<file path="config.mk">
export PLATFORM = sky130hd
export DESIGN_NAME = tts_seq
export DESIGN_NICKNAME = d
export VERILOG_FILES = /design/src/tts_pkg.sv /design/src/tts_if.sv /design/src/tts_timer.sv /design/src/tts_rx_class.sv /design/src/tts_seq.sv
export VERILOG_INCLUDE_DIRS = /design/src
export SDC_FILE = /design/constraint.sdc
export NUM_CORES = 1
export LEC_CHECK = 0
export BUFFER_PORTS_ARGS = -buffer_cell sky130_fd_sc_hd__buf_2
export CAP_MARGIN = 10
export CORE_MARGIN = 3
export CORE_UTILIZATION = 54
export DETAILED_ROUTE_END_ITERATION = 10
export PLACE_DENSITY = 0.84
export SETUP_SLACK_MARGIN = 0.4
export SLEW_MARGIN = 20
export SYNTH_ARGS = -nofsm -noshare
export SYNTH_HDL_FRONTEND = slang
export SYNTH_SLANG_ARGS = --single-unit
export TNS_END_PERCENT = 50
</file>
<file path="constraint.sdc">
create_clock -name pclk -period 5.02 [get_ports pclk]
set_input_delay 1.004 -clock pclk [delete_from_list [all_inputs] [get_ports pclk]]
set_output_delay 1.004 -clock pclk [all_outputs]
set_load 0.03 [all_outputs]
</file>
<file path="src/tts_map.svh">
// Register offsets, field positions, reset values and timing figures of the trip test sequencer.
`ifndef TTS_MAP_SVH
`define TTS_MAP_SVH

// Register byte addresses on the APB side.
`define TTS_CTRL_ADDR 8'h00
`define TTS_STATUS_ADDR 8'h04
`define TTS_IRQ_STAT_ADDR 8'h08
`define TTS_IRQ_CLR_ADDR 8'h0c
`define TTS_IRQ_EN_ADDR 8'h10

// Control register fields.
`define TTS_CTRL_ENABLE 0
`define TTS_CTRL_REAL 1
`define TTS_CTRL_THREE 2
`define TTS_CTRL_GBT 3
`define TTS_CTRL_START 4

// Control register reset values.
`define TTS_RST_ENABLE 1'b0
`define TTS_RST_GBT 1'b1

// Interrupt status bits.
`define TTS_EV_DONE 0
`define TTS_EV_FAIL 1
`define TTS_EV_RESP 2
`define TTS_EV_IGNORED 3
`define TTS_EV_W 4

// Time figures in milliseconds.
`define TTS_OFF_LONG_MS 16'd2000
`define TTS_OFF_SHORT_MS 16'd1500
`define TTS_KEY_LONG_MS 16'd2000
`define TTS_KEY_SHORT_MS 16'd500
`define TTS_REPLY_WAIT_MS 16'd6000

// Timebase: one millisecond in nanoseconds and the clock period in nanoseconds.
`define TTS_MS_NS 1000000
`define TTS_CLK_NS 25

`endif

</file>
<file path="src/tts_pkg.sv">
// Types shared by the trip test sequencer modules.
package tts_pkg;

	typedef enum logic [2:0] {
		TTS_IDLE,
		TTS_I_OFF,
		TTS_I_KEY,
		TTS_I_WAIT,
		TTS_R_OFF,
		TTS_R_KEY
	} tts_state_e;

	typedef struct packed {
		tts_state_e state;
		logic hi;
		logic real_m;
		logic three;
		logic enable;
		logic gbt;
		logic panel_q;
		logic init_q;
		logic [3:0] irq_stat;
		logic [3:0] irq_en;
		logic tmr_start;
		logic [15:0] tmr_load;
		logic tx_off;
		logic tx_lo;
		logic tx_hi;
		logic trip_out;
		logic echo_out;
		logic first_echo;
		logic ub_echo;
		logic irq;
		logic busy;
		logic pready;
		logic pslverr;
		logic [31:0] prdata;
		logic last_ok;
		logic last_fail;
	} tts_seq_s;

	typedef struct packed {
		logic [31:0] pre;
		logic [15:0] ms;
	} tts_tmr_s;

	typedef struct packed {
		logic quiet_guard;
		logic prev_lo;
		logic prev_hi;
		logic lo_loss;
		logic hi_loss;
		logic lo_guard;
		logic hi_guard;
	} tts_rx_s;

endpackage

</file>
<file path="src/tts_if.sv">
// Interfaces between the sequencer, its interval timer and its receive classifier.
`timescale 1ns/1ps
interface tts_tmr_if;
	logic start;
	logic [15:0] load_ms;
	logic expired;
	modport seq(output start, output load_ms, input expired);
	modport tmr(input start, input load_ms, output expired);
endinterface

interface tts_rx_if;
	logic lo_loss;
	logic hi_loss;
	logic lo_guard;
	logic hi_guard;
	modport cls(output lo_loss, output hi_loss, output lo_guard, output hi_guard);
	modport seq(input lo_loss, input hi_loss, input lo_guard, input hi_guard);
endinterface

</file>
<file path="src/tts_timer.sv">
// Millisecond interval timer used for the keying intervals.
`timescale 1ns/1ps
`include "tts_map.svh"
module tts_timer import tts_pkg::*; #(
	parameter int CYC_PER_MS = (`TTS_MS_NS + `TTS_CLK_NS - 1) / `TTS_CLK_NS
) (
	input wire logic pclk, // System clock.
	input wire logic presetn, // Asynchronous reset, active low.
	input wire logic ce, // Clock enable; state holds while low.
	tts_tmr_if.tmr tmr // Load request and expiry flag.
);

	if (CYC_PER_MS < 1) begin : g_chk
		$error("tts_timer: CYC_PER_MS must be at least one");
	end

	tts_tmr_s st;
	tts_tmr_s next_st;

	// A load restarts the prescaler; otherwise each full millisecond takes one off the count until it reaches zero.
	always_comb begin
		next_st = st;
		if (tmr.start) begin
			next_st.ms = tmr.load_ms;
			next_st.pre = '0;
		end else if (st.ms != 16'h0) begin
			if (st.pre == 32'(CYC_PER_MS - 1)) begin
				next_st.pre = '0;
				next_st.ms = st.ms - 16'h1;
			end else begin
				next_st.pre = st.pre + 32'h1;
			end
		end
	end

	// State register.
	always_ff @(posedge pclk or negedge presetn) begin
		if (!presetn) begin
			st <= '0;
		end else if (ce) begin
			st <= next_st;
		end
	end

	// The interval has run out once the count reaches zero.
	assign tmr.expired = (st.ms == 16'h0);

	a_tmr_load: assert property (@(posedge pclk) disable iff (!presetn)
		(ce && tmr.start && tmr.load_ms != 16'h0) |=> !tmr.expired)
		else $error("timer expired right after a nonzero load");

endmodule

</file>
<file path="src/tts_rx_class.sv">
// Classifies each trip tone onset by what the channel held just before it.
`timescale 1ns/1ps
module tts_rx_class import tts_pkg::*; (
	input wire logic pclk, // System clock.
	input wire logic presetn, // Asynchronous reset, active low.
	input wire logic ce, // Clock enable; state holds while low.
	input wire logic rx_guard, // Receiver detects the guard tone.
	input wire logic rx_trip_lo, // Receiver detects the low trip tone.
	input wire logic rx_trip_hi, // Receiver detects the high trip tone.
	tts_rx_if.cls rx // Onset pulses, sorted by prior channel state.
);

	tts_rx_s st;
	tts_rx_s next_st;

	// Guard remembers a healthy channel; silence remembers loss of channel.
	always_comb begin
		next_st = st;
		next_st.prev_lo = rx_trip_lo;
		next_st.prev_hi = rx_trip_hi;
		if (rx_guard) begin
			next_st.quiet_guard = 1'b1;
		end else if (!rx_trip_lo && !rx_trip_hi) begin
			next_st.quiet_guard = 1'b0;
		end
		next_st.lo_loss = rx_trip_lo & ~st.prev_lo & ~st.quiet_guard;
		next_st.hi_loss = rx_trip_hi & ~st.prev_hi & ~st.quiet_guard;
		next_st.lo_guard = rx_trip_lo & ~st.prev_lo & st.quiet_guard;
		next_st.hi_guard = rx_trip_hi & ~st.prev_hi & st.quiet_guard;
	end

	// State register.
	always_ff @(posedge pclk or negedge presetn) begin
		if (!presetn) begin
			st <= '0;
		end else if (ce) begin
			st <= next_st;
		end
	end

	// Onset pulses to the sequencer.
	assign rx.lo_loss = st.lo_loss;
	assign rx.hi_loss = st.hi_loss;
	assign rx.lo_guard = st.lo_guard;
	assign rx.hi_guard = st.hi_guard;

	a_rx_exclusive: assert property (@(posedge pclk) disable iff (!presetn)
		!(st.lo_loss && st.lo_guard))
		else $error("trip onset classed as both genuine and test");

endmodule

</file>
<file path="src/tts_seq.sv">
// Trip test sequencer top: keying sequence, remote answer, receive outputs and APB registers.
// Functional notes
// - Real-trip mode: on start, transmitter keyed off for 2 s.
// - Real-trip mode: then keyed onto the trip frequency for 2 s.
// - Real-trip remote: on test command, assert echo trip and key trip 2 s.
// - Real-trip initiator: returned trip raises both trip and echo trip outputs.
// - Trip test works only with guard-before-trip receive logic configured.
// - Echo-trip mode: initiator keyed off 1.5 s, then trip frequency 0.5 s.
// - Echo-trip remote: assert echo trip, key off 2 s, then trip 0.5 s.
// - Echo-trip initiator: loss then trip gives echo trip only, never real trip.
// - Real-trip mode only for two-frequency; three-frequency forces echo-trip mode.
// - Three-frequency test checks direct trip on low, unblock trip on high.
// - Three-frequency initiator: key off 1.5 s, then low trip frequency 0.5 s.
// - Three-frequency remote: first echo output, key off 2 s, low trip 0.5 s.
// - Three-frequency initiator: reply gives direct-trip echo output, no trip output.
// - After direct-trip check, unblock check is sent and returned the same way.
// - Start on panel command, web request via register, or initiate input.
`timescale 1ns/1ps
`include "tts_map.svh"
module tts_seq import tts_pkg::*; #(
	parameter int CYC_PER_MS = (`TTS_MS_NS + `TTS_CLK_NS - 1) / `TTS_CLK_NS,
	parameter logic [15:0] REPLY_WAIT_MS = `TTS_REPLY_WAIT_MS
) (
	input wire logic pclk, // System clock, 40 MHz.
	input wire logic presetn, // Asynchronous reset, active low.
	input wire logic ce, // Clock enable; all state holds while low.
	input wire logic psel, // APB select.
	input wire logic penable, // APB access phase.
	input wire logic pwrite, // APB write direction.
	input wire logic [7:0] paddr, // APB byte address.
	input wire logic [31:0] pwdata, // APB write data.
	output logic [31:0] prdata, // APB read data.
	output logic pready, // APB ready.
	output logic pslverr, // APB error for unmapped address.
	input wire logic panel_start, // Front panel test command.
	input wire logic init_req, // Trip test initiate input.
	input wire logic rx_guard, // Receiver sees guard tone.
	input wire logic rx_trip_lo, // Receiver sees low trip tone.
	input wire logic rx_trip_hi, // Receiver sees high trip tone.
	output logic tx_off, // Transmitter keyed off.
	output logic tx_lo, // Transmitter shifted to low trip frequency.
	output logic tx_hi, // Transmitter shifted to high trip frequency.
	output logic trip_out, // Genuine trip output.
	output logic echo_trip_out, // Echo trip (direct-trip echo in three-frequency).
	output logic first_echo_trip_output, // Remote-side first echo trip, three-frequency.
	output logic unblock_echo_out, // Unblock echo trip, three-frequency.
	output logic busy, // Sequence in progress.
	output logic irq // Level interrupt.
);

	if (CYC_PER_MS < 1 || REPLY_WAIT_MS == 16'h0) begin : g_chk
		$error("tts_seq: CYC_PER_MS and REPLY_WAIT_MS must be nonzero");
	end

	localparam tts_seq_s SEQ_RST = '{state: TTS_IDLE, gbt: `TTS_RST_GBT, enable: `TTS_RST_ENABLE, default: '0};

	tts_seq_s st;
	tts_seq_s next_st;
	tts_tmr_if tmr_if();
	tts_rx_if rx_if();
	logic tmr_done;
	logic start_any;
	logic go_ok;
	logic setup_ph;
	logic wr_acc;
	logic [3:0] ev;

	tts_timer #(.CYC_PER_MS(CYC_PER_MS)) u_tmr (
		.pclk(pclk),
		.presetn(presetn),
		.ce(ce),
		.tmr(tmr_if.tmr)
	);

	tts_rx_class u_rx (
		.pclk(pclk),
		.presetn(presetn),
		.ce(ce),
		.rx_guard(rx_guard),
		.rx_trip_lo(rx_trip_lo),
		.rx_trip_hi(rx_trip_hi),
		.rx(rx_if.cls)
	);

	// Timer requests come from registered state.
	assign tmr_if.start = st.tmr_start;
	assign tmr_if.load_ms = st.tmr_load;

	// Shared decode terms; a load in flight masks the stale expiry flag.
	assign tmr_done = tmr_if.expired & ~st.tmr_start;
	assign setup_ph = psel & ~penable;
	assign wr_acc = psel & penable & pwrite & st.pready;
	assign start_any = (panel_start & ~st.panel_q) | (init_req & ~st.init_q)
		| (wr_acc && paddr == `TTS_CTRL_ADDR && pwdata[`TTS_CTRL_START]);
	assign go_ok = st.enable & st.gbt;

	// Next-state logic: register access, sequence and interrupt bookkeeping.
	always_comb begin
		next_st = st;
		ev = '0;
		next_st.tmr_start = 1'b0;
		next_st.panel_q = panel_start;
		next_st.init_q = init_req;
		next_st.pready = setup_ph;
		if (setup_ph) begin
			next_st.prdata = '0;
			next_st.pslverr = 1'b0;
			if (paddr == `TTS_CTRL_ADDR) begin
				next_st.prdata[`TTS_CTRL_ENABLE] = st.enable;
				next_st.prdata[`TTS_CTRL_REAL] = st.real_m;
				next_st.prdata[`TTS_CTRL_THREE] = st.three;
				next_st.prdata[`TTS_CTRL_GBT] = st.gbt;
			end else if (paddr == `TTS_STATUS_ADDR) begin
				next_st.prdata[10:0] = {st.hi, st.ub_echo, st.first_echo, st.echo_out, st.trip_out,
					st.last_fail, st.last_ok, st.state != TTS_IDLE, st.state};
			end else if (paddr == `TTS_IRQ_STAT_ADDR) begin
				next_st.prdata[3:0] = st.irq_stat;
			end else if (paddr == `TTS_IRQ_EN_ADDR) begin
				next_st.prdata[3:0] = st.irq_en;
			end else if (paddr != `TTS_IRQ_CLR_ADDR) begin
				next_st.pslverr = 1'b1;
			end
		end
		if (wr_acc && paddr == `TTS_CTRL_ADDR) begin
			next_st.enable = pwdata[`TTS_CTRL_ENABLE];
			next_st.three = pwdata[`TTS_CTRL_THREE];
			next_st.real_m = pwdata[`TTS_CTRL_REAL] & ~pwdata[`TTS_CTRL_THREE];
			next_st.gbt = pwdata[`TTS_CTRL_GBT];
		end else if (wr_acc && paddr == `TTS_IRQ_EN_ADDR) begin
			next_st.irq_en = pwdata[3:0];
		end
		// Sequence: initiator keys off, keys trip, waits for the answer; responder answers.
		case (st.state)
			TTS_IDLE: begin
				if (start_any && go_ok) begin
					next_st.state = TTS_I_OFF;
					next_st.hi = 1'b0;
					next_st.trip_out = 1'b0;
					next_st.echo_out = 1'b0;
					next_st.first_echo = 1'b0;
					next_st.ub_echo = 1'b0;
					next_st.last_ok = 1'b0;
					next_st.last_fail = 1'b0;
					next_st.tx_off = 1'b1;
					next_st.tmr_start = 1'b1;
					next_st.tmr_load = st.real_m ? `TTS_OFF_LONG_MS : `TTS_OFF_SHORT_MS;
				end else if (go_ok && rx_if.lo_loss) begin
					ev[`TTS_EV_RESP] = 1'b1;
					next_st.hi = 1'b0;
					next_st.first_echo = st.three | st.first_echo;
					next_st.echo_out = ~st.three | st.echo_out;
					next_st.tmr_start = 1'b1;
					if (st.real_m) begin
						next_st.state = TTS_R_KEY;
						next_st.tx_lo = 1'b1;
						next_st.tmr_load = `TTS_KEY_LONG_MS;
					end else begin
						next_st.state = TTS_R_OFF;
						next_st.tx_off = 1'b1;
						next_st.tmr_load = `TTS_OFF_LONG_MS;
					end
				end else if (go_ok && st.three && rx_if.hi_loss) begin
					ev[`TTS_EV_RESP] = 1'b1;
					next_st.hi = 1'b1;
					next_st.ub_echo = 1'b1;
					next_st.state = TTS_R_OFF;
					next_st.tx_off = 1'b1;
					next_st.tmr_start = 1'b1;
					next_st.tmr_load = `TTS_OFF_LONG_MS;
				end
			end
			TTS_I_OFF: begin
				if (tmr_done) begin
					next_st.state = TTS_I_KEY;
					next_st.tx_off = 1'b0;
					next_st.tx_lo = ~st.hi;
					next_st.tx_hi = st.hi;
					next_st.tmr_start = 1'b1;
					next_st.tmr_load = st.real_m ? `TTS_KEY_LONG_MS : `TTS_KEY_SHORT_MS;
				end
			end
			TTS_I_KEY: begin
				if (tmr_done) begin
					next_st.state = TTS_I_WAIT;
					next_st.tx_lo = 1'b0;
					next_st.tx_hi = 1'b0;
					next_st.tmr_start = 1'b1;
					next_st.tmr_load = REPLY_WAIT_MS;
				end
			end
			TTS_I_WAIT: begin
				if (st.real_m && rx_if.lo_guard) begin
					next_st.trip_out = 1'b1;
					next_st.echo_out = 1'b1;
					next_st.state = TTS_IDLE;
					next_st.last_ok = 1'b1;
					ev[`TTS_EV_DONE] = 1'b1;
				end else if (!st.real_m && !st.hi && rx_if.lo_loss) begin
					next_st.echo_out = 1'b1;
					if (st.three) begin
						next_st.hi = 1'b1;
						next_st.state = TTS_I_OFF;
						next_st.tx_off = 1'b1;
						next_st.tmr_start = 1'b1;
						next_st.tmr_load = `TTS_OFF_SHORT_MS;
					end else begin
						next_st.state = TTS_IDLE;
						next_st.last_ok = 1'b1;
						ev[`TTS_EV_DONE] = 1'b1;
					end
				end else if (st.hi && rx_if.hi_loss) begin
					next_st.ub_echo = 1'b1;
					next_st.state = TTS_IDLE;
					next_st.last_ok = 1'b1;
					ev[`TTS_EV_DONE] = 1'b1;
				end else if (tmr_done) begin
					next_st.state = TTS_IDLE;
					next_st.last_fail = 1'b1;
					ev[`TTS_EV_FAIL] = 1'b1;
				end
			end
			TTS_R_OFF: begin
				if (tmr_done) begin
					next_st.state = TTS_R_KEY;
					next_st.tx_off = 1'b0;
					next_st.tx_lo = ~st.hi;
					next_st.tx_hi = st.hi;
					next_st.tmr_start = 1'b1;
					next_st.tmr_load = `TTS_KEY_SHORT_MS;
				end
			end
			TTS_R_KEY: begin
				if (tmr_done) begin
					next_st.state = TTS_IDLE;
					next_st.tx_lo = 1'b0;
					next_st.tx_hi = 1'b0;
				end
			end
			default: begin
				next_st.state = TTS_IDLE;
			end
		endcase
		ev[`TTS_EV_IGNORED] = start_any & (st.state != TTS_IDLE);
		// A new event wins over a clear written in the same cycle.
		next_st.irq_stat = st.irq_stat & ~((wr_acc && paddr == `TTS_IRQ_CLR_ADDR) ? pwdata[3:0] : 4'h0) | ev;
		next_st.irq = |(next_st.irq_stat & next_st.irq_en);
		next_st.busy = (next_st.state != TTS_IDLE);
	end

	// State register.
	always_ff @(posedge pclk or negedge presetn) begin
		if (!presetn) begin
			st <= SEQ_RST;
		end else if (ce) begin
			st <= next_st;
		end
	end

	// Outputs straight from the state register.
	assign prdata = st.prdata;
	assign pready = st.pready;
	assign pslverr = st.pslverr;
	assign tx_off = st.tx_off;
	assign tx_lo = st.tx_lo;
	assign tx_hi = st.tx_hi;
	assign trip_out = st.trip_out;
	assign echo_trip_out = st.echo_out;
	assign first_echo_trip_output = st.first_echo;
	assign unblock_echo_out = st.ub_echo;
	assign busy = st.busy;
	assign irq = st.irq;

	a_real_off_time: assert property (@(posedge pclk) disable iff (!presetn)
		(ce && st.state == TTS_IDLE && start_any && go_ok && st.real_m)
		|=> (st.state == TTS_I_OFF && st.tx_off && st.tmr_load == `TTS_OFF_LONG_MS))
		else $error("real-trip start did not key off for the long interval");

	a_real_key_time: assert property (@(posedge pclk) disable iff (!presetn)
		(ce && st.state == TTS_I_OFF && tmr_done && st.real_m)
		|=> (st.tx_lo && !st.tx_off && st.tmr_load == `TTS_KEY_LONG_MS))
		else $error("real-trip key interval wrong");

	a_resp_real: assert property (@(posedge pclk) disable iff (!presetn)
		(ce && st.state == TTS_IDLE && !start_any && go_ok && st.real_m && rx_if.lo_loss)
		|=> (st.state == TTS_R_KEY && st.echo_out && st.tx_lo && st.tmr_load == `TTS_KEY_LONG_MS))
		else $error("real-trip responder did not echo and key");

	a_real_trip_out: assert property (@(posedge pclk) disable iff (!presetn)
		(ce && st.state == TTS_I_WAIT && st.real_m && rx_if.lo_guard) |=> (st.trip_out && st.echo_out))
		else $error("returned trip did not raise trip and echo");

	a_gbt_needed: assert property (@(posedge pclk) disable iff (!presetn)
		(st.state == TTS_IDLE && !st.gbt) |=> (st.state == TTS_IDLE))
		else $error("sequence left idle without guard-before-trip");

	a_cb_off_time: assert property (@(posedge pclk) disable iff (!presetn)
		(ce && st.state == TTS_IDLE && start_any && go_ok && !st.real_m)
		|=> (st.tmr_load == `TTS_OFF_SHORT_MS) ##1 (st.state == TTS_I_OFF && st.tx_off))
		else $error("echo-trip start used wrong off interval");

	a_resp_cb_key: assert property (@(posedge pclk) disable iff (!presetn)
		(ce && st.state == TTS_R_OFF && tmr_done) |=> (st.state == TTS_R_KEY && st.tmr_load == `TTS_KEY_SHORT_MS))
		else $error("echo-trip responder key interval wrong");

	a_cb_no_trip: assert property (@(posedge pclk) disable iff (!presetn)
		(st.state == TTS_I_WAIT && !st.real_m) |=> !st.trip_out)
		else $error("echo-trip mode raised the trip output");

	a_three_no_real: assert property (@(posedge pclk) disable iff (!presetn)
		st.three |-> !st.real_m)
		else $error("real-trip mode active with three-frequency");

	a_ub_phase: assert property (@(posedge pclk) disable iff (!presetn)
		(ce && st.state == TTS_I_WAIT && st.three && !st.hi && rx_if.lo_loss)
		|=> (st.hi && st.state == TTS_I_OFF && st.echo_out && !st.trip_out))
		else $error("unblock check did not follow direct-trip check");

	a_busy_ignores: assert property (@(posedge pclk) disable iff (!presetn)
		(ce && st.state == TTS_I_OFF && !tmr_done && start_any) |=> (st.state == TTS_I_OFF && st.irq_stat[`TTS_EV_IGNORED]))
		else $error("start accepted while busy");

endmodule

</file>
## Yosys cells after proc, flatten, opt, wreduce, memory -nomap -nowiden

Cells that the tools add are included.

- Add/sub/neg operators: 2
- Eq/ne operators: 35
- Multiplexer cells: 92
- Bitwise logic cells: 33
- Reductions and logical operators: 50

Operator list:

| operator | count |
|---|---|
| $mux 18 | 6 |
| $mux 48 | 2 |
| $pmux 17 s5 | 1 |
| $mux 1 | 44 |
| $mux 20 | 2 |
| $mux 4 | 10 |
| $add 32x1->32 const B | 1 |
| $eq 32x16->1 const B | 1 |
| $mux 32 | 1 |
| $ne 2x2->1 const B | 15 |
| $mux 3 | 8 |
| $pmux 3 s6 | 1 |
| $reduce_and 9->1 | 2 |
| $mux 17 | 1 |
| $eq 8x4->1 const B | 2 |
| $logic_not 16->1 | 1 |
| $mux 16 | 1 |
| $ne 4x4->1 const B | 4 |
| $reduce_bool 16->1 | 1 |
| $sub 16x1->16 const B | 1 |
| $and 1x1->1 | 15 |
| $mux 7 | 2 |
| $reduce_and 7->1 | 2 |
| $logic_and 1x1->1 | 13 |
| other kinds (35) | 75 |

- Register bits after elaboration: 113
- Input bits: 51
- Output and inout bits: 43

## Logic depth before layout (Yosys ltp)

- Depth in word-level cells: 12
- Mapped depth: 8

## Hierarchy

A second synthesis with hierarchy kept.

- Cell total of the unflattened synthesis: 695
- Area, all modules: 6347.3 um^2

Modules (own cells, without submodules):

| module | instances | cells each | area each (um^2) | sequential area each (um^2) |
|---|---|---|---|---|
| tts_seq | 1 | 332 | 3047.9 | 1277.5 |
| tts_timer | 1 | 339 | 3009.1 | 1201.2 |
| tts_rx_class | 1 | 24 | 290.3 | 175.2 |

## Worst setup path after synthesis

OpenSTA, ideal clock, no wires.

- Kind: in2reg
- Start: input paddr[5]
- End: register st (netlist bit tmr_if.load_ms[10])
- Setup time: 125 ps
- Data arrival time: 2596 ps
- Data required time: 4895 ps
- Slack: 2299 ps
- Cell stages on the path: 5
- Path through: nor4_2 nand4_1 a31oi_1 o211ai_1 mux2_2

- Word-level cells in the longest chain between the ends: 7

Ends and longest elaborated chain:

| what | RTL line | source |
|---|---|---|
| start: declaration | tts_seq.sv:30 | `input wire logic [7:0] paddr,` |
| $logic_not 8->1 (no line) * | -- |  |
| $logic_and 1x1->1 (no line) * | -- |  |
| $logic_and 1x1->1 * | tts_seq.sv:94 | `` \| (wr_acc && paddr == `TTS_CTRL_ADDR && pwdata[`TTS_CTRL_START]); `` |
| $or 1x1->1 * | tts_seq.sv:93 | `assign start_any = (panel_start & ~st.panel_q) \| (init_req & ~st.init_q)` |
| $logic_and 1x1->1 * | tts_seq.sv:135 | `if (start_any && go_ok) begin` |
| $ne 4x4->1 (no line) or $mux 18 (tied branches) | -- |  |
| $reduce_and 9->1 (no line) or $pmux 17 s5 (tied branches) | -- |  |
| end signal: assignment | tts_seq.sv:255 | `st <= next_st;` |
| end: declaration | tts_seq.sv:57 | `tts_seq_s st;` |

Mark *: on every way between the ends. The rest lies on a longest branch, timed or not.
A chain may end at the register's enable or synchronous reset.

## Worst setup path after layout

- Start: register u_tmr.st[5] in the netlist's numbering
- End: register u_tmr.st[4] in the netlist's numbering

- Word-level cells in the longest chain between the ends: 3

Ends and longest elaborated chain:

| what | RTL line | source |
|---|---|---|
| start: declaration | tts_timer.sv:17 | `tts_tmr_s st;` |
| start signal: assignment | tts_timer.sv:41 | `st <= next_st;` |
| $reduce_bool 16->1 | tts_timer.sv:26 | `end else if (st.ms != 16'h0) begin` |
| $reduce_bool 2->1 (no line) | -- |  |
| $reduce_and 3->1 (no line) | -- |  |

Every way passes these cells.

==> impl_results.md <==
- Actual slew at the worst max-slew pin: 0.977 ns
- Largest family of logic cells by synthesized area: simple AND/OR/NAND/NOR gates
- CTS sink cnt: about 110
- Routed Antenna Nets: 0
- Post-CTS resize count: 0
- CTS tree: built
- HPWL after DPL: 10,500 um
- Max IR drop VDD: 0.242 mV
- Core Rows: 38
- Yosys warning count: 0
- Yosys reg bits: 105
- Pin count of the biggest net entering global routing: 63
- Fmax: 0.296 GHz
- Synth Cell Area: roughly 6200 sq um
- Via count: roughly 5,600
- Status: finished clean
- Clock slew at reported path FFs: about 0.070 ns
- Share of cells above drive strength 1: between 10% and 20%
- Area delta synth->final: 6.54%
- First-pass GRT wire length: 25,100 um
- Starting DRT DRC Count: roughly 700
- Final setup vio count: 0
- Starting Density: 56.0%
- Fin crit period: approximately 3.4 ns
- Slowest-stage cell, CP: o21ai_1
- NumNets Final: 744
- DRC: 0
- Finished Cell Area: 6580 sq um
- Total core area: 11,000 sq um
- Initial antenna violation count: 0
- Compound-gate portion of the synthesized area: 22.2%
- Height of the die: 113 um
- Pre-Repair DR Iteration Count: 5
- Max Cap Viol: 0
- Hold Violations, Final: 0
- CP max stage delay: 0.93 ns
- Total global routing track utilization: 24.0%
- Setup tns final: 0 ns
- Crit-path leading delay family: compound AO/OA/AOI/OAI gates
- Fin util: 59.7%
- Ys async rst share: between 90% and 100%
- Synth Flop Type: dfrtp_1
- Crit start category: register
- Yosys top cell by area: dfrtp_1
- Diodes inserted: 0
- Crit path capture type: register
- Area after DPL: around 6300 sq um
- Hold_buf cts: 0
- Via-to-Cell Ratio: 6.66
- Post-Syn Instances: 679
- Crit-path cells: nor4_2 > nand4_1 > o21ai_1 > buf_4 > o31ai_1 > a221o_1
- Grt total ovfl: 0
- Hold slack: 0.478 ns
- Synth top area cells: dfrtp_1 42%, buf_4 3.9%, a21oi_1 3.7%, o21ai_0 3.6%, nand2_1 3.2%
- Clock H-tree levels: 3
- Slew Limit Fails: 0
- Overall power: 2.18 mW
- Most instantiated library cell after synthesis: dfrtp_1
- RSZ-0062 raised after global routing: false
- Top-area cell type share of the netlist area: 42.1%
- Clock Path Buffers: 2
- Slew margin rel.: 34.8%
- Clock latency on the worst-skew pair: 0.36 ns
- Average size of a mapped cell: 9.10 sq um
- Post-synth EDFFs: 0
- Buffers on Ports: 45
- Commonest cells in the netlist: 104 x dfrtp_1, 53 x nand2_1, 46 x a21oi_1, 45 x o21ai_0, 41 x nor2_1
- Simple-Gate Fraction of Synth Area: roughly 22%
- Critical path arrival: 3.62 ns
- Post-synth cell types: between 70 and 80
- Post-CTS Setup Bufs: 0
- Synth Area in XOR/XNOR: less than 1%
- Class of the worst hold path: register to register
- Sequential share of the synthesized area: 42.6%
- Clk root buf: clkbuf_16
- Critical path type: register to register
- Post-synthesis adder-cell area fraction: less than 1%
- DIE WIDTH: 113 um
- Detailed-route wire length per cell: between 15 and 20 um
- Total Wirelength: 15,100 um
- Mux cell area share after synthesis: between 3 and 4%
- Vias in the first global route: roughly 5,000
- GP Congestion: 0.960
- Max FO, Critical Path: 15
- Io pins: 94
- Total CTS buffers: 9
- PD cells: 332 nW/um^2
- Crit path required time: 5.26 ns
- Static leakage: 2.80 nW
- R2R setup slack: 1.64 ns
- Die Area: 12,800 sq um
- Final worst-path cycle share: 67.4%
- Critical path buffers and inverters: 1
- Fin Clk Skew: 0.00926 ns
[power by group]
| group | leakage, nW | switching, mW | internal [mW] |
|---|---|---|---|
| logic | 1.31 | 0.301 | 0.147 |
| clock network | 0.130 | 0.335 | 0.341 |
| registers | 1.36 | 0.122 | 0.936 |
| total | 2.80 | 0.758 | 1.42 |
[final timing paths]
path / from / to / cells past startpoint
min reg2reg: u_rx.st[4]$_DFFE_PN0P_ / u_rx.rx.hi_loss$_DFFE_PN0P_ / 1
min: u_rx.st[4]$_DFFE_PN0P_ / u_rx.rx.hi_loss$_DFFE_PN0P_ / 1
min in group asynchronous: presetn / u_tmr.st[36]$_DFFE_PN0P_ / 1
max in group asynchronous: presetn / st[72]$_DFFE_PN1P_ / 2
max: u_tmr.st[5]$_DFFE_PN0P_ / u_tmr.st[4]$_DFFE_PN0P_ / 6
max reg2reg: u_tmr.st[5]$_DFFE_PN0P_ / u_tmr.st[4]$_DFFE_PN0P_ / 6
[sequential cells by signal, summed over array words and instances (netlist names), 3 cells and up]
| register | flops |
|---|---|
| st | 20 |
| u_rx.st | 3 |
| prdata | 11 |
| tmr_if.load_ms | 8 |
| u_tmr.st | 48 |
[per-layer routing]
metal | share of wire [%] | global-route usage, % | vias to the layer above | routed length [um]
met4 | 2.5 | 7.37 | 0 | 375
met5 | 0 | 0 | - | 0
met3 | 6.9 | 6.04 | 38 | 1040
met2 | 49 | 39.1 | 258 | 7360
li1 | - | - | 2533 | -
met1 | 42 | 31.6 | 2728 | 6310
[cell type report]
cell class,count,area [sq um]
fill,908,4450
multi-input combinational,498,3130
sequential,105,2630
timing repair buffer,50,265
clock buffer,9,225
tap,140,175
inverter,26,97.6
clock inverter,7,56.3
[placed cells by master (no fill, tap or decap), drive strengths merged, types with 7 or more instances in the layout]
cell / count
nor2: 42
nor4: 15
o31ai: 15
a21oi: 46
nor3: 12
inv: 27
or4: 7
or3: 23
a31oi: 7
nand4: 22
mux2i: 8
mux2: 13
a22o: 14
dfrtp: 104
buf: 50
conb: 21
o21ai: 47
nand3: 25
o211ai: 8
clkbuf: 9
nand2: 53
[worst reg2reg max path: cells and delay by family, from the launching register on]
family | cells | cell delay [ns]
AND/OR/NAND/NOR | 2 | 1.08
flip-flops | 1 | 0.50
AO/OA/AOI/OAI | 3 | 1.35
buffers and inverters | 1 | 0.34
[logic make-up (layout without fill, tap and decap cells)]
logic type                 after synthesis  in the layout
and+or+nand+nor                        246            246
buffers and inverters                   96             92
DFF                                    105            105
other                                    1             21
adders and majority gates                3              3
AOI/OAI and AO/OA                      202            202
xor gates and xnor gates                 5              5
muxes                                   21             21
[per-stage QoR]
step                setup WS (ns)  cells
floorplan                    2.30    699
global placement             1.51    819
global route                 1.44    835
finish                       1.64    835
CTS                          1.74    835
detailed placement           1.46    819
Power figures use the tool's default switching activity.
